--- src/design/adapter_control_pkg.sv ---
// adapter control register constants, field positions and carrier types
package adapter_control_pkg;

  // ********************************************************
  // field positions
  // ********************************************************
  localparam int STRAP_LO     = 0;
  localparam int STRAP_HI     = 2;
  localparam int RSVD_BIT     = 3;
  localparam int HOLD_ACK_BIT = 4;
  localparam int DIR_BIT      = 5;
  localparam int BUS_REQ_BIT  = 6;
  localparam int PDMA_EN_BIT  = 7;
  localparam int ADAPTER_RESET_BIT   = 8;
  localparam int HALT_BIT     = 9;
  localparam int BOOT_BIT     = 10;
  localparam int LBP_BIT      = 11;
  localparam int IRQ_EN_BIT   = 12;
  localparam int PARITY_BIT   = 13;
  localparam int SPEED_BIT    = 14;
  localparam int TYPE_BIT     = 15;

  // ********************************************************
  // register select code and reset values
  // ********************************************************
  localparam logic [2:0] SEL_ADAPTER_CONTROL = 3'h4;
  localparam logic       RST_HOLD_ACK        = 1'h0;
  localparam logic       RST_PDMA_EN         = 1'h0;
  localparam logic       RST_ADAPTER_RESET          = 1'h0;
  localparam logic       RST_LBP             = 1'h0;
  localparam logic       RST_IRQ_EN          = 1'h1;
  localparam logic       RST_SPEED           = 1'h0;
  localparam logic       RST_TYPE            = 1'h1;

  // ********************************************************
  // network configuration codes, {speed, type}
  // ********************************************************
  localparam logic [1:0] NET_ETH_FULL = 2'h0;
  localparam logic [1:0] NET_TR_16    = 2'h1;
  localparam logic [1:0] NET_ETH_HALF = 2'h2;
  localparam logic [1:0] NET_TR_4     = 2'h3;

  // pin synchroniser depth
  localparam int SYNC_DEPTH = 3;

  typedef enum logic [1:0] {
    PDMA_IDLE    = 2'b00,
    PDMA_REQUEST = 2'b01,
    PDMA_ACTIVE  = 2'b10,
    PDMA_OFF     = 2'b11
  } pdma_state_e;

  typedef struct packed {
    logic hold_ack;
    logic pdma_en;
    logic adapter_reset;
    logic halt;
    logic boot;
    logic local_bus_priority;
    logic irq_en;
    logic parity;
    logic speed;
    logic net_type;
  } ctrl_s;

endpackage

--- src/design/adapter_control.sv ---
// adapter control register: strap readback, reset/halt control, pseudo-dma handshake
`timescale 1ns/1ps

// Operation
// bits 0-2 read the live network strap pin levels
// strap codes: LLH full-duplex, LHH 16M ring, HLH half-duplex, HHH 4M ring
// bit 3 reserved; read value undefined (returns zero here)
// hold-ack bit cannot be written to one while pseudo-dma disabled
// with pseudo-dma on, hold-ack bit replaces the hold-ack pin
// pseudo-dma state: idle, request interrupt, or transfer in progress
// bit 5 reads pseudo-dma direction, 1 means device to host
// bit 6 reads bus request, inverted in motorola mode, 1 means requested
// bit 7 selects pseudo-dma, set only by write, resets to zero
// bit 8 holds the device in reset; register access stays alive
// any clock failure sets the adapter reset bit; a one-cycle CLOCK_FAIL pulse is dropped here
// bit 9 halts the processor from internal buses
// bit 10 picks rom or ram boot, steering strobe and rom enable
// protected bits write only while adapter reset is one
// halt and boot reset from boot strap, parity from parity strap
// reset values of hold-ack, request, enable, reset, priority, irq enable, selects
// bit 11 sets local bus priority for external master
// irq when pseudo-dma requests without ack, or enabled status flag
// bit 13 enables odd parity checking
// bits 14-15 drive network select pins, changed only in adapter reset
// select code: speed bit first, type bit second
// power-up select is 16 megabit token ring
// host reaches register at select 100; byte lanes in 8-bit mode
module adapter_control (
  // clock and reset
  input  wire logic        SYS_CLK,
  input  wire logic        RST,
  // direct io register port
  input  wire logic        REG_SEL_EN,
  input  wire logic [2:0]  REG_SEL,
  input  wire logic        REG_WR,
  input  wire logic [1:0]  REG_BYTE_EN,
  input  wire logic [15:0] REG_WDATA,
  output logic      [15:0] REG_RDATA,
  // straps and pins
  input  wire logic [2:0]  NET_STRAP,
  input  wire logic        BOOT_STRAP_PIN,
  input  wire logic        PARITY_STRAP_PIN,
  input  wire logic        INTEL_MODE,
  input  wire logic        HOST_HOLD_ACK_IN,
  input  wire logic        HOST_BUS_REQUEST_OUT,
  input  wire logic        DMA_DIRECTION_OUT,
  input  wire logic        HOST_STATUS_IRQ,
  input  wire logic        CLOCK_FAIL,
  // control outputs
  output logic             SYSTEM_IRQ_OUT,
  output logic             CORE_RESET,
  output logic             PROCESSOR_HALT,
  output logic             BOOT_RAM,
  output logic             ROM_ENABLE_GATE,
  output logic             CAS_ENABLE_GATE,
  output logic             LOCAL_BUS_PRIORITY,
  output logic             PARITY_CHECK_ENABLE,
  output logic             NET_SELECT_SPEED,
  output logic             NET_SELECT_TYPE,
  output logic             HOLD_ACK_EFFECTIVE,
  output logic [1:0]       PDMA_STATE
);

  // ********************************************************
  // pin synchronisers
  // ********************************************************
  localparam int NSYNC = 11;
  logic [NSYNC-1:0] pin_raw;
  logic [NSYNC-1:0] s1, s2, s3;
  logic [NSYNC-1:0] pin_q;
  logic [NSYNC-1:0] next_pin_q;

  assign pin_raw = {PARITY_STRAP_PIN, BOOT_STRAP_PIN, CLOCK_FAIL, HOST_STATUS_IRQ,
                    DMA_DIRECTION_OUT, HOST_BUS_REQUEST_OUT, HOST_HOLD_ACK_IN, INTEL_MODE,
                    NET_STRAP};

  // a change is taken only once the second and third stages agree
  genvar g;
  generate
    for (g = 0; g < NSYNC; g++) begin : g_sync
      always_comb begin
        next_pin_q[g] = (s2[g] == s3[g]) ? s3[g] : pin_q[g];
      end
    end
  endgenerate

  always_ff @(posedge SYS_CLK or posedge RST) begin
    if (RST) begin
      s1    <= '0;
      s2    <= '0;
      s3    <= '0;
      pin_q <= '0;
    end else begin
      s1    <= pin_raw;
      s2    <= s1;
      s3    <= s2;
      pin_q <= next_pin_q;
    end
  end

  logic [2:0] strap_q;
  logic       intel_q, hold_pin_q, bus_req_q, dir_q, status_irq_q, clk_fail_q;
  logic       boot_pin_q, parity_pin_q;
  assign strap_q      = pin_q[2:0];
  assign intel_q      = pin_q[3];
  assign hold_pin_q   = pin_q[4];
  assign bus_req_q    = pin_q[5];
  assign dir_q        = pin_q[6];
  assign status_irq_q = pin_q[7];
  assign clk_fail_q   = pin_q[8];
  assign boot_pin_q   = pin_q[9];
  assign parity_pin_q = pin_q[10];

  // ********************************************************
  // strap capture after reset release
  // ********************************************************
  // straps are re-read until the synchroniser has filled after release;
  // a protected write landing in those first cycles overrides the strap value
  localparam logic [2:0] STRAP_SETTLE = 3'(adapter_control_pkg::SYNC_DEPTH + 2);
  logic [2:0] strap_count;
  logic [2:0] next_strap_count;
  logic       strap_taken;

  assign strap_taken = (strap_count == STRAP_SETTLE);

  function automatic logic byte_hit(input logic [1:0] be, input int lane);
    return be[lane];
  endfunction

  // ********************************************************
  // control register
  // ********************************************************
  adapter_control_pkg::ctrl_s ctrl, next_ctrl;
  logic wr_hit;
  logic bus_req_level;

  assign wr_hit        = REG_SEL_EN && REG_WR && (REG_SEL == adapter_control_pkg::SEL_ADAPTER_CONTROL);
  assign bus_req_level = intel_q ? bus_req_q : ~bus_req_q;

  always_comb begin
    next_ctrl        = ctrl;
    next_strap_count = strap_taken ? strap_count : strap_count + 3'h1;
    if (!strap_taken) begin
      next_ctrl.halt   = boot_pin_q;
      next_ctrl.boot   = boot_pin_q;
      next_ctrl.parity = parity_pin_q;
    end
    if (wr_hit && byte_hit(REG_BYTE_EN, 0)) begin
      // protected low-byte bit judged on the current reset bit
      if (ctrl.adapter_reset && (REG_WDATA[adapter_control_pkg::PDMA_EN_BIT] || ctrl.pdma_en))
        next_ctrl.hold_ack = REG_WDATA[adapter_control_pkg::HOLD_ACK_BIT];
      else if (ctrl.adapter_reset)
        next_ctrl.hold_ack = 1'b0;
      if (REG_WDATA[adapter_control_pkg::PDMA_EN_BIT])
        next_ctrl.pdma_en = 1'b1;
    end
    if (wr_hit && byte_hit(REG_BYTE_EN, 1)) begin
      next_ctrl.adapter_reset = REG_WDATA[adapter_control_pkg::ADAPTER_RESET_BIT];
      next_ctrl.local_bus_priority    = REG_WDATA[adapter_control_pkg::LBP_BIT];
      next_ctrl.irq_en = REG_WDATA[adapter_control_pkg::IRQ_EN_BIT];
      if (ctrl.adapter_reset) begin
        next_ctrl.halt     = REG_WDATA[adapter_control_pkg::HALT_BIT];
        next_ctrl.boot     = REG_WDATA[adapter_control_pkg::BOOT_BIT];
        next_ctrl.parity   = REG_WDATA[adapter_control_pkg::PARITY_BIT];
        next_ctrl.speed    = REG_WDATA[adapter_control_pkg::SPEED_BIT];
        next_ctrl.net_type = REG_WDATA[adapter_control_pkg::TYPE_BIT];
      end
    end
    if (clk_fail_q)
      next_ctrl.adapter_reset = 1'b1;
  end

  always_ff @(posedge SYS_CLK or posedge RST) begin
    if (RST) begin
      strap_count      <= 3'h0;
      ctrl.hold_ack    <= adapter_control_pkg::RST_HOLD_ACK;
      ctrl.pdma_en     <= adapter_control_pkg::RST_PDMA_EN;
      ctrl.adapter_reset      <= adapter_control_pkg::RST_ADAPTER_RESET;
      ctrl.halt        <= 1'b0;
      ctrl.boot        <= 1'b0;
      ctrl.local_bus_priority         <= adapter_control_pkg::RST_LBP;
      ctrl.irq_en      <= adapter_control_pkg::RST_IRQ_EN;
      ctrl.parity      <= 1'b0;
      ctrl.speed       <= adapter_control_pkg::RST_SPEED;
      ctrl.net_type    <= adapter_control_pkg::RST_TYPE;
    end else begin
      strap_count <= next_strap_count;
      ctrl        <= next_ctrl;
    end
  end

  // ********************************************************
  // pseudo-dma decode, readback and outputs
  // ********************************************************
  logic                             hold_eff;
  adapter_control_pkg::pdma_state_e pdma_state;
  logic [15:0]                      next_rdata;
  logic                             next_irq;

  assign hold_eff = ctrl.pdma_en ? ctrl.hold_ack : hold_pin_q;

  always_comb begin
    case ({ctrl.pdma_en, ctrl.hold_ack, bus_req_level})
      3'b100:  pdma_state = adapter_control_pkg::PDMA_IDLE;
      3'b101:  pdma_state = adapter_control_pkg::PDMA_REQUEST;
      3'b110:  pdma_state = adapter_control_pkg::PDMA_ACTIVE;
      3'b111:  pdma_state = adapter_control_pkg::PDMA_ACTIVE;
      default: pdma_state = adapter_control_pkg::PDMA_OFF;
    endcase
  end

  always_comb begin
    next_rdata = 16'h0000;
    next_rdata[adapter_control_pkg::STRAP_HI:adapter_control_pkg::STRAP_LO] = strap_q;
    next_rdata[adapter_control_pkg::RSVD_BIT]     = 1'b0;
    next_rdata[adapter_control_pkg::HOLD_ACK_BIT] = ctrl.hold_ack;
    next_rdata[adapter_control_pkg::DIR_BIT]      = dir_q;
    next_rdata[adapter_control_pkg::BUS_REQ_BIT]  = bus_req_level;
    next_rdata[adapter_control_pkg::PDMA_EN_BIT]  = ctrl.pdma_en;
    next_rdata[adapter_control_pkg::ADAPTER_RESET_BIT]   = ctrl.adapter_reset;
    next_rdata[adapter_control_pkg::HALT_BIT]     = ctrl.halt;
    next_rdata[adapter_control_pkg::BOOT_BIT]     = ctrl.boot;
    next_rdata[adapter_control_pkg::LBP_BIT]      = ctrl.local_bus_priority;
    next_rdata[adapter_control_pkg::IRQ_EN_BIT]   = ctrl.irq_en;
    next_rdata[adapter_control_pkg::PARITY_BIT]   = ctrl.parity;
    next_rdata[adapter_control_pkg::SPEED_BIT]    = ctrl.speed;
    next_rdata[adapter_control_pkg::TYPE_BIT]     = ctrl.net_type;
    next_irq = (ctrl.pdma_en && bus_req_level && !ctrl.hold_ack)
             || (ctrl.irq_en && status_irq_q);
  end

  always_ff @(posedge SYS_CLK or posedge RST) begin
    if (RST) begin
      REG_RDATA           <= 16'h0000;
      SYSTEM_IRQ_OUT      <= 1'b0;
      CORE_RESET          <= 1'b1;
      PROCESSOR_HALT      <= 1'b0;
      BOOT_RAM            <= 1'b0;
      ROM_ENABLE_GATE     <= 1'b1;
      CAS_ENABLE_GATE     <= 1'b0;
      LOCAL_BUS_PRIORITY  <= 1'b0;
      PARITY_CHECK_ENABLE <= 1'b0;
      NET_SELECT_SPEED    <= adapter_control_pkg::RST_SPEED;
      NET_SELECT_TYPE     <= adapter_control_pkg::RST_TYPE;
      HOLD_ACK_EFFECTIVE  <= 1'b0;
      PDMA_STATE          <= adapter_control_pkg::PDMA_OFF;
    end else begin
      REG_RDATA           <= next_rdata;
      SYSTEM_IRQ_OUT      <= next_irq;
      CORE_RESET          <= ctrl.adapter_reset;
      PROCESSOR_HALT      <= ctrl.halt;
      BOOT_RAM            <= ctrl.boot;
      ROM_ENABLE_GATE     <= ~ctrl.boot;
      CAS_ENABLE_GATE     <= ctrl.boot;
      LOCAL_BUS_PRIORITY  <= ctrl.local_bus_priority;
      PARITY_CHECK_ENABLE <= ctrl.parity;
      NET_SELECT_SPEED    <= ctrl.speed;
      NET_SELECT_TYPE     <= ctrl.net_type;
      HOLD_ACK_EFFECTIVE  <= hold_eff;
      PDMA_STATE          <= pdma_state;
    end
  end
endmodule

--- config.mk ---
export PLATFORM = sky130hd
export DESIGN_NAME = adapter_control
export DESIGN_NICKNAME = d
export VERILOG_FILES = /design/src/design/adapter_control_pkg.sv /design/src/design/adapter_control.sv
export SDC_FILE = /design/constraint.sdc
export NUM_CORES = 1
export LEC_CHECK = 0
export CAP_MARGIN = 30
export CORE_ASPECT_RATIO = 0.9
export CORE_MARGIN = 2
export CORE_UTILIZATION = 65
export CTS_BUF_LIST = sky130_fd_sc_hd__clkbuf_4 sky130_fd_sc_hd__clkbuf_8 sky130_fd_sc_hd__clkbuf_16
export DETAILED_ROUTE_END_ITERATION = 6
export DONT_BUFFER_PORTS = 1
export PLACE_DENSITY = 0.81
export SLEW_MARGIN = 20
export SYNTH_ARGS = -nofsm -noshare
export SYNTH_HDL_FRONTEND = slang
export SYNTH_SLANG_ARGS = --single-unit
--- constraint.sdc ---
create_clock -name SYS_CLK -period 6.3 [get_ports SYS_CLK]
set_input_delay 0.945 -clock SYS_CLK [delete_from_list [all_inputs] [get_ports SYS_CLK]]
set_output_delay 0.945 -clock SYS_CLK [all_outputs]
set_load 0.1 [all_outputs]
# Word-level counts from Yosys, hierarchy flattened
# Index checks and enable logic that the tools add are counted.
classes:
  n_addsub: 1
  n_eq_ne: 17
  n_mux: 11
  bitwise: 2
  n_reduce_logical: 17
op_table:
  columns: ["cell", "count"]
  rows:
  - ["$eq A3 B3 Y1 const B", 6]
  - ["$eq A1 B1 Y1", 11]
  - ["$logic_and A1 B1 Y1", 8]
  - ["$mux W8", 1]
  - ["$mux W1", 6]
  - ["$pmux W2 S3", 1]
  - ["$reduce_and A2 Y1", 3]
  - ["$mux W2", 2]
  - ["$reduce_bool A2 Y1", 2]
  - ["$add A3 B1 Y3 const B", 1]
  - ["$mux W3", 1]
  - ["$logic_or A1 B1 Y1", 2]
  - ["$not A1 Y1", 2]
  - ["$reduce_or A2 Y1", 1]
  - ["$logic_not A1 Y1", 1]
totals:
  reg_bits: 84
  inputBits: 36
  out_inout_bits: 29
  wordCells: 85

# Longest topological paths before layout
# Gate-level depths: netlist (run 1).
depth:
  word_depth: 5
  mapped_depth: 5
  mapped_depth_nobuf: 5

# Least setup slack after synthesis (run 1)
# Ideal clock, no wire load.
synth_path:
  kind: "reg2out"
  from: "register, netlist name REG_RDATA[10]"
  to: "output port CAS_ENABLE_GATE"
  arrival_ps: 1341
  slack_ps: 4014
  path_stages_with_launch: 2
  n_path_buf: 1
  path_cell_list: "dfrtp_1 buf_4"
synth_rtl:
  columns: ["item", "line", "rtl"]
  rows:
  - ["to (decl)", "adapter_control.sv:55", "output logic CAS_ENABLE_GATE,"]

# Final worst setup path (run 1)
layout_path:
  from: "register REG_RDATA[11]"
  to: "output port REG_RDATA[11]"
layout_rtl:
  columns: ["item", "line", "rtl"]
  rows:
  - ["from (decl)", "adapter_control.sv:38", "output logic [15:0] REG_RDATA,"]
  - ["from (signal assigned)", "adapter_control.sv:248", "REG_RDATA <= next_rdata;"]
# No word-level cell between the ends.

==> flow_summary.json, run 1 <==
{
  "power_density_mw_per_mm2": 477,
  "dieArea_sq_mm": 0.00435,
  "yosys-top-cells-area": "dfrtp_1, dfstp_2, maj3_1",
  "crit_type": "flip-flop to primary output",
  "ys_types": 24,
  "portBuffers": 0,
  "io_pins": 65,
  "wl_per_cell_microns": 16.3,
  "final_cell_mix": "dfrtp_1, maj3_1, clkbuf_8",
  "drc_errors": 0,
  "synth_fp_nets": 179,
  "tns_ns": 0,
  "num_vias": 1036,
  "core_sq_mm": 0.00370,
  "drive_gt1_share_pct": 28.9,
  "vias_per_cell": 5.23,
  "grt_pass1_vias": 1129,
  "layout_setup_ws_ns": 4.02,
  "nNetsFinal": 185,
  "grt_usage_pct": 17.2,
  "maxSlewHeadroom_pct": 37.2,
  "fin_skew_ns": 0.00896,
  "holdBufCountCts": 0,
  "post-route-period-util_pct": 36.2,
  "clockBufferDepth": 2,
  "synth-main-ff-cell": "dfrtp_1",
  "r2r_cells": 4,
  "hold_depth": 0,
  "crit_arrival_ns": 1.33,
  "initial_utilization_pct": 67.4,
  "path_depth": 0,
  "final_antenna_net_count": 0,
  "cts_tree": "done",
  "synthArstFlopShare_pct": 100,
  "dpl_worst_slack_ns": 4.37,
  "clk_latency_ns": 0.33,
  "yosysTopAreaCellShare_pct": 72.1,
  "floorplan.rows": 21,
  "grt_first_pass_wirelength_mm": 5.38,
  "ctsRootBufferMaster": "clkbuf_8",
  "netlist_area_sq_mm": 0.00250,
  "fmax_ghz": 0.439,
  "status": "finished clean",
  "hpwl_mm": 2.16,
  "p_leak_nw": 1.24,
  "crit_fanout": 2,
  "antenna_cells": 0,
  "area_growth_pct": 11.4,
  "numCtsBuffers": 9,
  "dp.cells": 181,
  "ys_ff_latch": 79,
  "worst_slew_pin_slew_ns": 0.944,
  "gr-total-overflow": 0,
  "synth-edff-count": 0,
  "final_cell_area_sq_mm": 0.00278,
  "synth_top_area_cell": "dfrtp_1",
  "postCtsSetupBuffers": 0,
  "final_common_cell": "dfrtp_1",
  "crit_required_ns": 5.35,
  "hold_viol": 0,
  "hold_path_class": "flip-flop to flip-flop",
  "die_w_microns": 69.3,
  "antenna_found_initial": 0,
  "dr.pass1.iters": 4,
  "finalMaxSlewViolations": 0,
  "drt-initial-drc-count": 27,
  "setup_viol": 0,
  "postCtsResizedCells": 0,
  "ir_drop_uv": 293,
  "wl_mm": 3.24,
  "cp-end-kind": "primary output",
  "max_cap_viol_count": 0,
  "clk_pin_slew_ns": 0.07,
  "synth.avg_cell_area_sq_um": 17.7,
  "htreeDepth": 3,
  "startpoint_type": "flip-flop",
  "yosys_warnings": 0,
  "fin_crit_ns": 2.28,
  "grt_max_degree": 80,
  "place_congestion": 0.744,
  "cts_sinks": 79,
  "hold_ws_ns": 0.351,
  "dpl_cell_area_sq_mm": 0.00251,
  "die-height_microns": 62.8,
  "stdcell_count": 198,
  "syn_inst": 141,
  "rsz0062_at_grt": "false",
  "seq_area_frac_synth_pct": 79.5
}
cell usage after synthesis (2+ instances only):
library cell and count:
buf_4 7, mux2_4 5, inv_1 5, dfstp_2 7, mux2_1 3, o21ai_0 3, xor2_1 2, maj3_1 11
mux2i_1 2, nand2_1 3, ha_1 2, nor2_1 6, dfrtp_1 72, mux2_2 3
flip-flops by register name, summed over array words and instances, names as in the netlist:
register,flops
PDMA_STATE,2
s1,11
NET_SELECT_TYPE,1
HOLD_ACK_EFFECTIVE,1
CORE_RESET,1
pin_q,11
s2,11
SYSTEM_IRQ_OUT,1
strap_count,3
ctrl,10
ROM_ENABLE_GATE,1
REG_RDATA,15
s3,11
worst reg2reg max path: stages, from the launching register on:
cell and delay (ns):
dfrtp_1 0.41, ha_1 0.24, nand2_2 0.14, mux2_1 0.34, mux2_4 0.26
per-stage QoR:
step,total power [W],util [%]
after CTS,0.00134,74.5
after global routing,0.00138,75.1
after floorplan,0.000887,-
final,0.00133,75.1
after detailed placement,0.000895,67.8
after global placement,0.000888,67.8
power by group:
group	internal (W)	switching (W)	total, W
logic	0.0000263	0.0000565	0.0000829
clock network	0.000282	0.000160	0.000442
registers	0.000565	0.000237	0.000802
total	0.000874	0.000453	0.00133
area by class of cell:
class	count	area [sq um]
multi-input cells	49	429
repair buffers	3	35.0
fillers	222	923
clock inverters	4	95.1
clock buffers	12	153
well taps	46	57.6
flip-flops and latches	79	1990
inverters	5	20.0
layer usage:
metal | global-route usage [%] | part of all wire (%)
met4 | 9.31 | 1.3
met1 | 20.5 | 42
met2 | 26.2 | 51
met5 | 0 | 0
met3 | 8.23 | 5.2
path summary, 6_finish.rpt:
kind	startpoint	end	slack [ns]
max in group asynchronous	RST	PDMA_STATE[0]$_DFF_PP1_	5.09
worst max register to register	strap_count[0]$_DFFE_PP0P_	ctrl[5]$_DFF_PP0_	4.79
worst max-delay path	REG_RDATA[11]$_DFF_PP0_	REG_RDATA[11]	4.02
worst min register to register	s1[6]$_DFF_PP0_	s2[6]$_DFF_PP0_	0.35
min in group asynchronous	RST	s1[10]$_DFF_PP0_	0.58
worst min-delay path	s1[6]$_DFF_PP0_	s2[6]$_DFF_PP0_	0.35
logic make-up after synthesis:
kind of cell | count (synthesis) | synth area share, %
flops | 79 | 79.5
simple gates | 15 | 3.21
fa+ha+maj | 13 | 5.41
mux | 13 | 6.51
buf+inv | 13 | 3.31
compound gates | 5 | 1.20
xor+xnor | 2 | 0.702
other cells | 1 | 0.150
Note: power is estimated with default switching activity, not from simulation.
==> inputs of run 2 (changes only) <==
ABC_AREA = 1   (was default)
CORE_UTILIZATION = 55   (was 65)
PLACE_DENSITY = 0.73   (was 0.81)
clock period = 1.8 ns   (was 6.3 ns; I/O delays follow)
==> run 2 against run 1 <==
- count of clock-buffer cells in the layout shrank 2
- synthesized cell count grew 23%
- combinational power grew to 11 times the previous value
==> flow_summary.json, run 2 <==
{
  "synth.avg_cell_area_sq_um": 14.8,
  "floorplan.rows": 23,
  "clockBufferDepth": 2,
  "yosys_warnings": 0,
  "antenna_cells": 0,
  "synth.top_cells.by_count": "dfrtp_1, nand2_1, maj3_1, inv_1, buf_4",
  "cts_tree": "done",
  "fin_crit_ns": 1.46,
  "rsz0062_at_grt": "false",
  "setup_viol": 0,
  "p_leak_nw": 1.47,
  "crit_required_ns": 1.53,
  "seq_area_frac_synth_pct": 77.3,
  "layout_setup_ws_ns": 0.340,
  "fillerInstances": 312,
  "tns_ns": 0,
  "grt_most_used_layer": "met2",
  "stdcell_count": 276,
  "post-route-period-util_pct": 81.1,
  "core_sq_mm": 0.00446,
  "place_congestion": 0.721,
  "postCtsSetupBuffers": 0,
  "grt_usage_pct": 16.7,
  "grt_pass1_vias": 1432,
  "drc_errors": 0,
  "regArea_sq_mm": 0.00199,
  "portBuffers": 0,
  "ir_drop_uv": 920,
  "netlist_area_sq_mm": 0.00257,
  "maxSlewHeadroom_pct": 63.9,
  "ys_ff_latch": 79,
  "dr.pass1.iters": 4,
  "largest_reg_flops": 15,
  "yosys-top-cells-area": "dfrtp_1, dfstp_2, maj3_1",
  "synth_fp_nets": 212,
  "io_pins": 65,
  "htreeDepth": 3,
  "multi_input_area_sq_um": 479,
  "status": "finished clean",
  "gr-total-overflow": 0,
  "worst_slew_pin_slew_ns": 0.546,
  "yosysMostFrequentCell": "dfrtp_1",
  "drive_gt1_share_pct": 28.0,
  "gr-usage-met1_pct": 18.6,
  "vias_per_cell": 4.82,
  "drt-initial-drc-count": 43,
  "hpwl_mm": 2.58,
  "nNetsFinal": 247,
  "yosysTopAreaCellShare_pct": 70.2,
  "grtUsageMet2_pct": 28.0,
  "final_cell_mix": "dfrtp_1, nand2_1, buf_4",
  "grt_max_degree": 31,
  "dieArea_sq_mm": 0.00523,
  "largest-register": "REG_RDATA",
  "crit_type": "flip-flop to primary output",
  "fmax_ghz": 0.685,
  "final_common_cell": "dfrtp_1",
  "hold_viol": 0,
  "synth_top_area_cell": "dfrtp_1",
  "cts_sinks": 79,
  "startpoint_type": "flip-flop",
  "clk_latency_ns": 0.34,
  "synth-main-ff-cell": "dfrtp_1",
  "crit_arrival_ns": 1.19,
  "postCtsResizedCells": 0,
  "initial_utilization_pct": 57.6,
  "numCtsBuffers": 9,
  "wl_mm": 3.69,
  "crit_fanout": 1,
  "syn_inst": 174,
  "power_density_mw_per_mm2": 1440,
  "finalMaxSlewViolations": 0,
  "met3_usage_pct": 5.34,
  "synth-edff-count": 0,
  "die-height_microns": 68.8,
  "cp-end-kind": "primary output",
  "dpl_worst_slack_ns": 0.613,
  "ys_types": 24,
  "ctsRootBufferMaster": "clkbuf_8",
  "antenna_found_initial": 0,
  "clk_pin_slew_ns": 0.08,
  "wl_per_cell_microns": 13.4,
  "grt_first_pass_wirelength_mm": 6.34,
  "hold_path_class": "input pin to flip-flop",
  "final_antenna_net_count": 0,
  "synthArstFlopShare_pct": 100,
  "fin_skew_ns": 0.00857,
  "rrSetupSlack_ns": 0.59,
  "dp.cells": 248,
  "holdBufCountCts": 12,
  "die_w_microns": 76.0,
  "max_cap_viol_count": 0,
  "area_growth_pct": 23.0,
  "num_vias": 1329
}
## run 2: routing by layer
layer / share of wire (%) / wire (microns) / up-vias
met5: 0 / 0 / -
met3: 6.9 / 256 / 6
met1: 41 / 1500 / 657
met4: 1.7 / 63 / 0
met2: 51 / 1870 / 48
li1: - / - / 618
## run 2: logic make-up (layout without fill, tap and decap cells)
family | after synthesis | after routing | synth area share [%]
AOI/OAI and AO/OA | 3 | 3 | 0.585
xor gates and xnor gates | 3 | 3 | 1.02
adders and majority gates | 13 | 13 | 5.26
buffers and inverters | 19 | 59 | 4.00
DFF | 79 | 79 | 77.3
other | 1 | 1 | 0.146
and+or+nand+nor | 56 | 56 | 11.6
## run 2: metrics by stage
step / power [W] / util (%) / area (sq um) / hold slack, ns
floorplan: 0.00288 / - / 2570 / 0.301
global placement: 0.00302 / 62.7 / 2800 / 0.0905
detailed placement: 0.00304 / 62.7 / 2800 / 0.0960
CTS: 0.00460 / 70.8 / 3160 / 0.0262
global route: 0.00473 / 70.8 / 3160 / 0.0357
finish: 0.00455 / 70.8 / 3160 / 0.0450
## run 2: power breakdown
part	internal, W	leakage, nW	total, W	switching [W]
Sequential	0.00195	0.920	0.00211	0.000154
Clock	0.000937	0.124	0.00154	0.000599
Combinational	0.000185	0.425	0.000912	0.000727
Total	0.00307	1.47	0.00455	0.00148
## run 2: worst paths after layout
path,startpoint,endpoint,cells past startpoint
worst max-delay path,PDMA_STATE[1]$_DFF_PP1_,PDMA_STATE[1],0
worst min-delay path,REG_BYTE_EN[1],ctrl[0]$_DFFE_PP1P_,2
worst max register to register,strap_count[1]$_DFFE_PP0P_,ctrl[5]$_DFF_PP0_,7
worst min register to register,s1[10]$_DFF_PP0_,s2[10]$_DFF_PP0_,0
max in group asynchronous,RST,PDMA_STATE[1]$_DFF_PP1_,3
min in group asynchronous,RST,s1[8]$_DFF_PP0_,2
## run 2: cell type report
cell class                 count  area share [%]
multi-input combinational     76            15.2
clock buffer                  10            4.16
sequential                    79            63.1
clock inverter                 6            3.45
tap                           62            2.46
timing repair buffer          33            10.4
inverter                      10            1.31
==> inputs of run 3 (changes only) <==
clock period = 1.3 ns   (was 1.8 ns; I/O delays follow)
==> run 3 against run 2 <==
- register-to-register slack worse by 0.51 ns
- core utilization up 2.5 points
- first-iteration DRC count rose to 2.6 times the previous value
- via count up 3.4%
- critical path type unchanged
==> flow_summary.json, run 3 (same netlist as run 2, synthesis figures left out) <==
{
  "drt-initial-drc-count": 110,
  "crit_required_ns": 1.11,
  "ctsRootBufferMaster": "clkbuf_8",
  "hold_viol": 0,
  "crit_type": "flip-flop to primary output",
  "area_growth_pct": 27.4,
  "cpMaxStageDelayCell": "dfstp_2",
  "status": "finished clean",
  "grt_first_pass_wirelength_mm": 6.35,
  "grt_max_degree": 80,
  "holdPathEnd": "ctrl[5]$_DFF_PP0_",
  "portBuffers": 0,
  "grt_most_used_layer": "met2",
  "final_cell_mix": "dfrtp_1, nand2_1, dlygate4sd3_1",
  "hold_path_class": "input pin to flip-flop",
  "tns_ns": 0,
  "grtUsageMet2_pct": 26.3,
  "final_common_cell": "dfrtp_1",
  "hold_depth": 2,
  "r2r_cells": 7,
  "drive_gt1_share_pct": 28.7,
  "largest-register": "REG_RDATA",
  "clk_pin_slew_ns": 0.08,
  "antenna_cells": 0,
  "crit_arrival_ns": 1.05,
  "hpwl_mm": 2.53,
  "post-route-period-util_pct": 95.9,
  "crit_fanout": 1,
  "rrSetupSlack_ns": 0.08,
  "floorplan.rows": 23,
  "final_util_pct": 73.3,
  "fmax_ghz": 0.802,
  "crit_family": "flip-flops",
  "fin_skew_ns": 0.0117,
  "core_sq_mm": 0.00446,
  "setup_viol": 0,
  "drc_errors": 0,
  "dpl_cell_area_sq_mm": 0.00291,
  "numCtsBuffers": 9,
  "clockBufferDepth": 2,
  "ir_drop_uv": 1110,
  "largest_reg_flops": 15,
  "crit_path_max_incr_delay_ns": 0.55,
  "wl_per_cell_microns": 13.6,
  "io_pins": 65,
  "cp_cell_sequence": "buf_12",
  "dieArea_sq_mm": 0.00523,
  "vias_per_cell": 4.82,
  "startpoint": "NET_SELECT_TYPE$_DFF_PP1_",
  "dpl_worst_slack_ns": 0.130,
  "nNetsFinal": 256,
  "hp-start": "REG_WDATA[10]",
  "timing.rr.end": "ctrl[5]$_DFF_PP0_",
  "grt_pass1_vias": 1412,
  "die-height_microns": 68.8,
  "wl_mm": 3.88,
  "crit_buf_inv": 1,
  "grt_usage_pct": 16.9,
  "cp-end-kind": "primary output",
  "worstReg2RegStart": "strap_count[1]$_DFFE_PP0P_",
  "finalPower_w": 0.00590,
  "dr.pass1.iters": 4,
  "final_cell_area_sq_mm": 0.00327,
  "final_antenna_net_count": 0,
  "p_leak_nw": 1.52,
  "antenna_found_initial": 0,
  "power_density_mw_per_mm2": 1800,
  "fin_crit_ns": 1.25,
  "num_vias": 1374,
  "layout_setup_ws_ns": 0.0528,
  "max_cap_viol_count": 0,
  "rsz0062_at_grt": "false",
  "htreeDepth": 3,
  "finalMaxSlewViolations": 0,
  "gr-total-overflow": 0,
  "startpoint_type": "flip-flop",
  "die_w_microns": 76.0,
  "met3_usage_pct": 7.16,
  "clk_latency_ns": 0.33,
  "gr-usage-met1_pct": 19.9,
  "cts_sinks": 79,
  "cts_tree": "done",
  "place_congestion": 0.686,
  "initial_utilization_pct": 57.6
}
## run 3: worst max-delay path by stage
stage	slack [ns]	cells after the start	to
CTS	0.03	1	NET_SELECT_TYPE
finish	0.05	1	NET_SELECT_TYPE
floorplan	0.06	1	CAS_ENABLE_GATE
global route	0.001	7	ctrl[5]$_DFF_PP0_
detailed placement	0.13	7	ctrl[5]$_DFF_PP0_
global placement	0.19	7	ctrl[5]$_DFF_PP0_
## run 3: metrics by stage
step | hold WS (ns) | cells
global route | 0.00694 | 285
floorplan | 0.226 | 174
global placement | 0.198 | 251
finish | 0.0140 | 285
detailed placement | 0.208 | 251
CTS | 0.000412 | 285
## run 3: cell type report
class | count | area [sq um]
timing repair buffer | 42 | 498
tap | 62 | 77.6
fill | 281 | 1190
multi-input combinational | 76 | 482
inverter | 10 | 41.3
clock buffer | 15 | 175
sequential | 79 | 1990
clock inverter | 1 | 5.00
## run 3: report_power, final
| part | internal [W] | total, W | leakage, nW | switching, W |
|---|---|---|---|---|
| registers | 0.00270 | 0.00282 | 0.920 | 0.000122 |
| clock network | 0.000852 | 0.00161 | 0.0988 | 0.000753 |
| logic | 0.000341 | 0.00147 | 0.496 | 0.00113 |
| total | 0.00390 | 0.00590 | 1.52 | 0.00200 |
## run 3: layer usage
| layer | share of wire [%] | up-vias |
|---|---|---|
| met1 | 42 | 665 |
| met4 | 1.9 | 0 |
| met2 | 49 | 61 |
| met5 | 0 | - |
| met3 | 7.6 | 10 |
| li1 | - | 638 |
## run 3: repair_timing
action                                 in CTS  in global routing
buffers inserted                            0                  0
gates resized for setup                     0                  1
hold buffers                               18                  0
setup endpoints to repair                   0                  1
endpoints found under the hold margin      89                  0
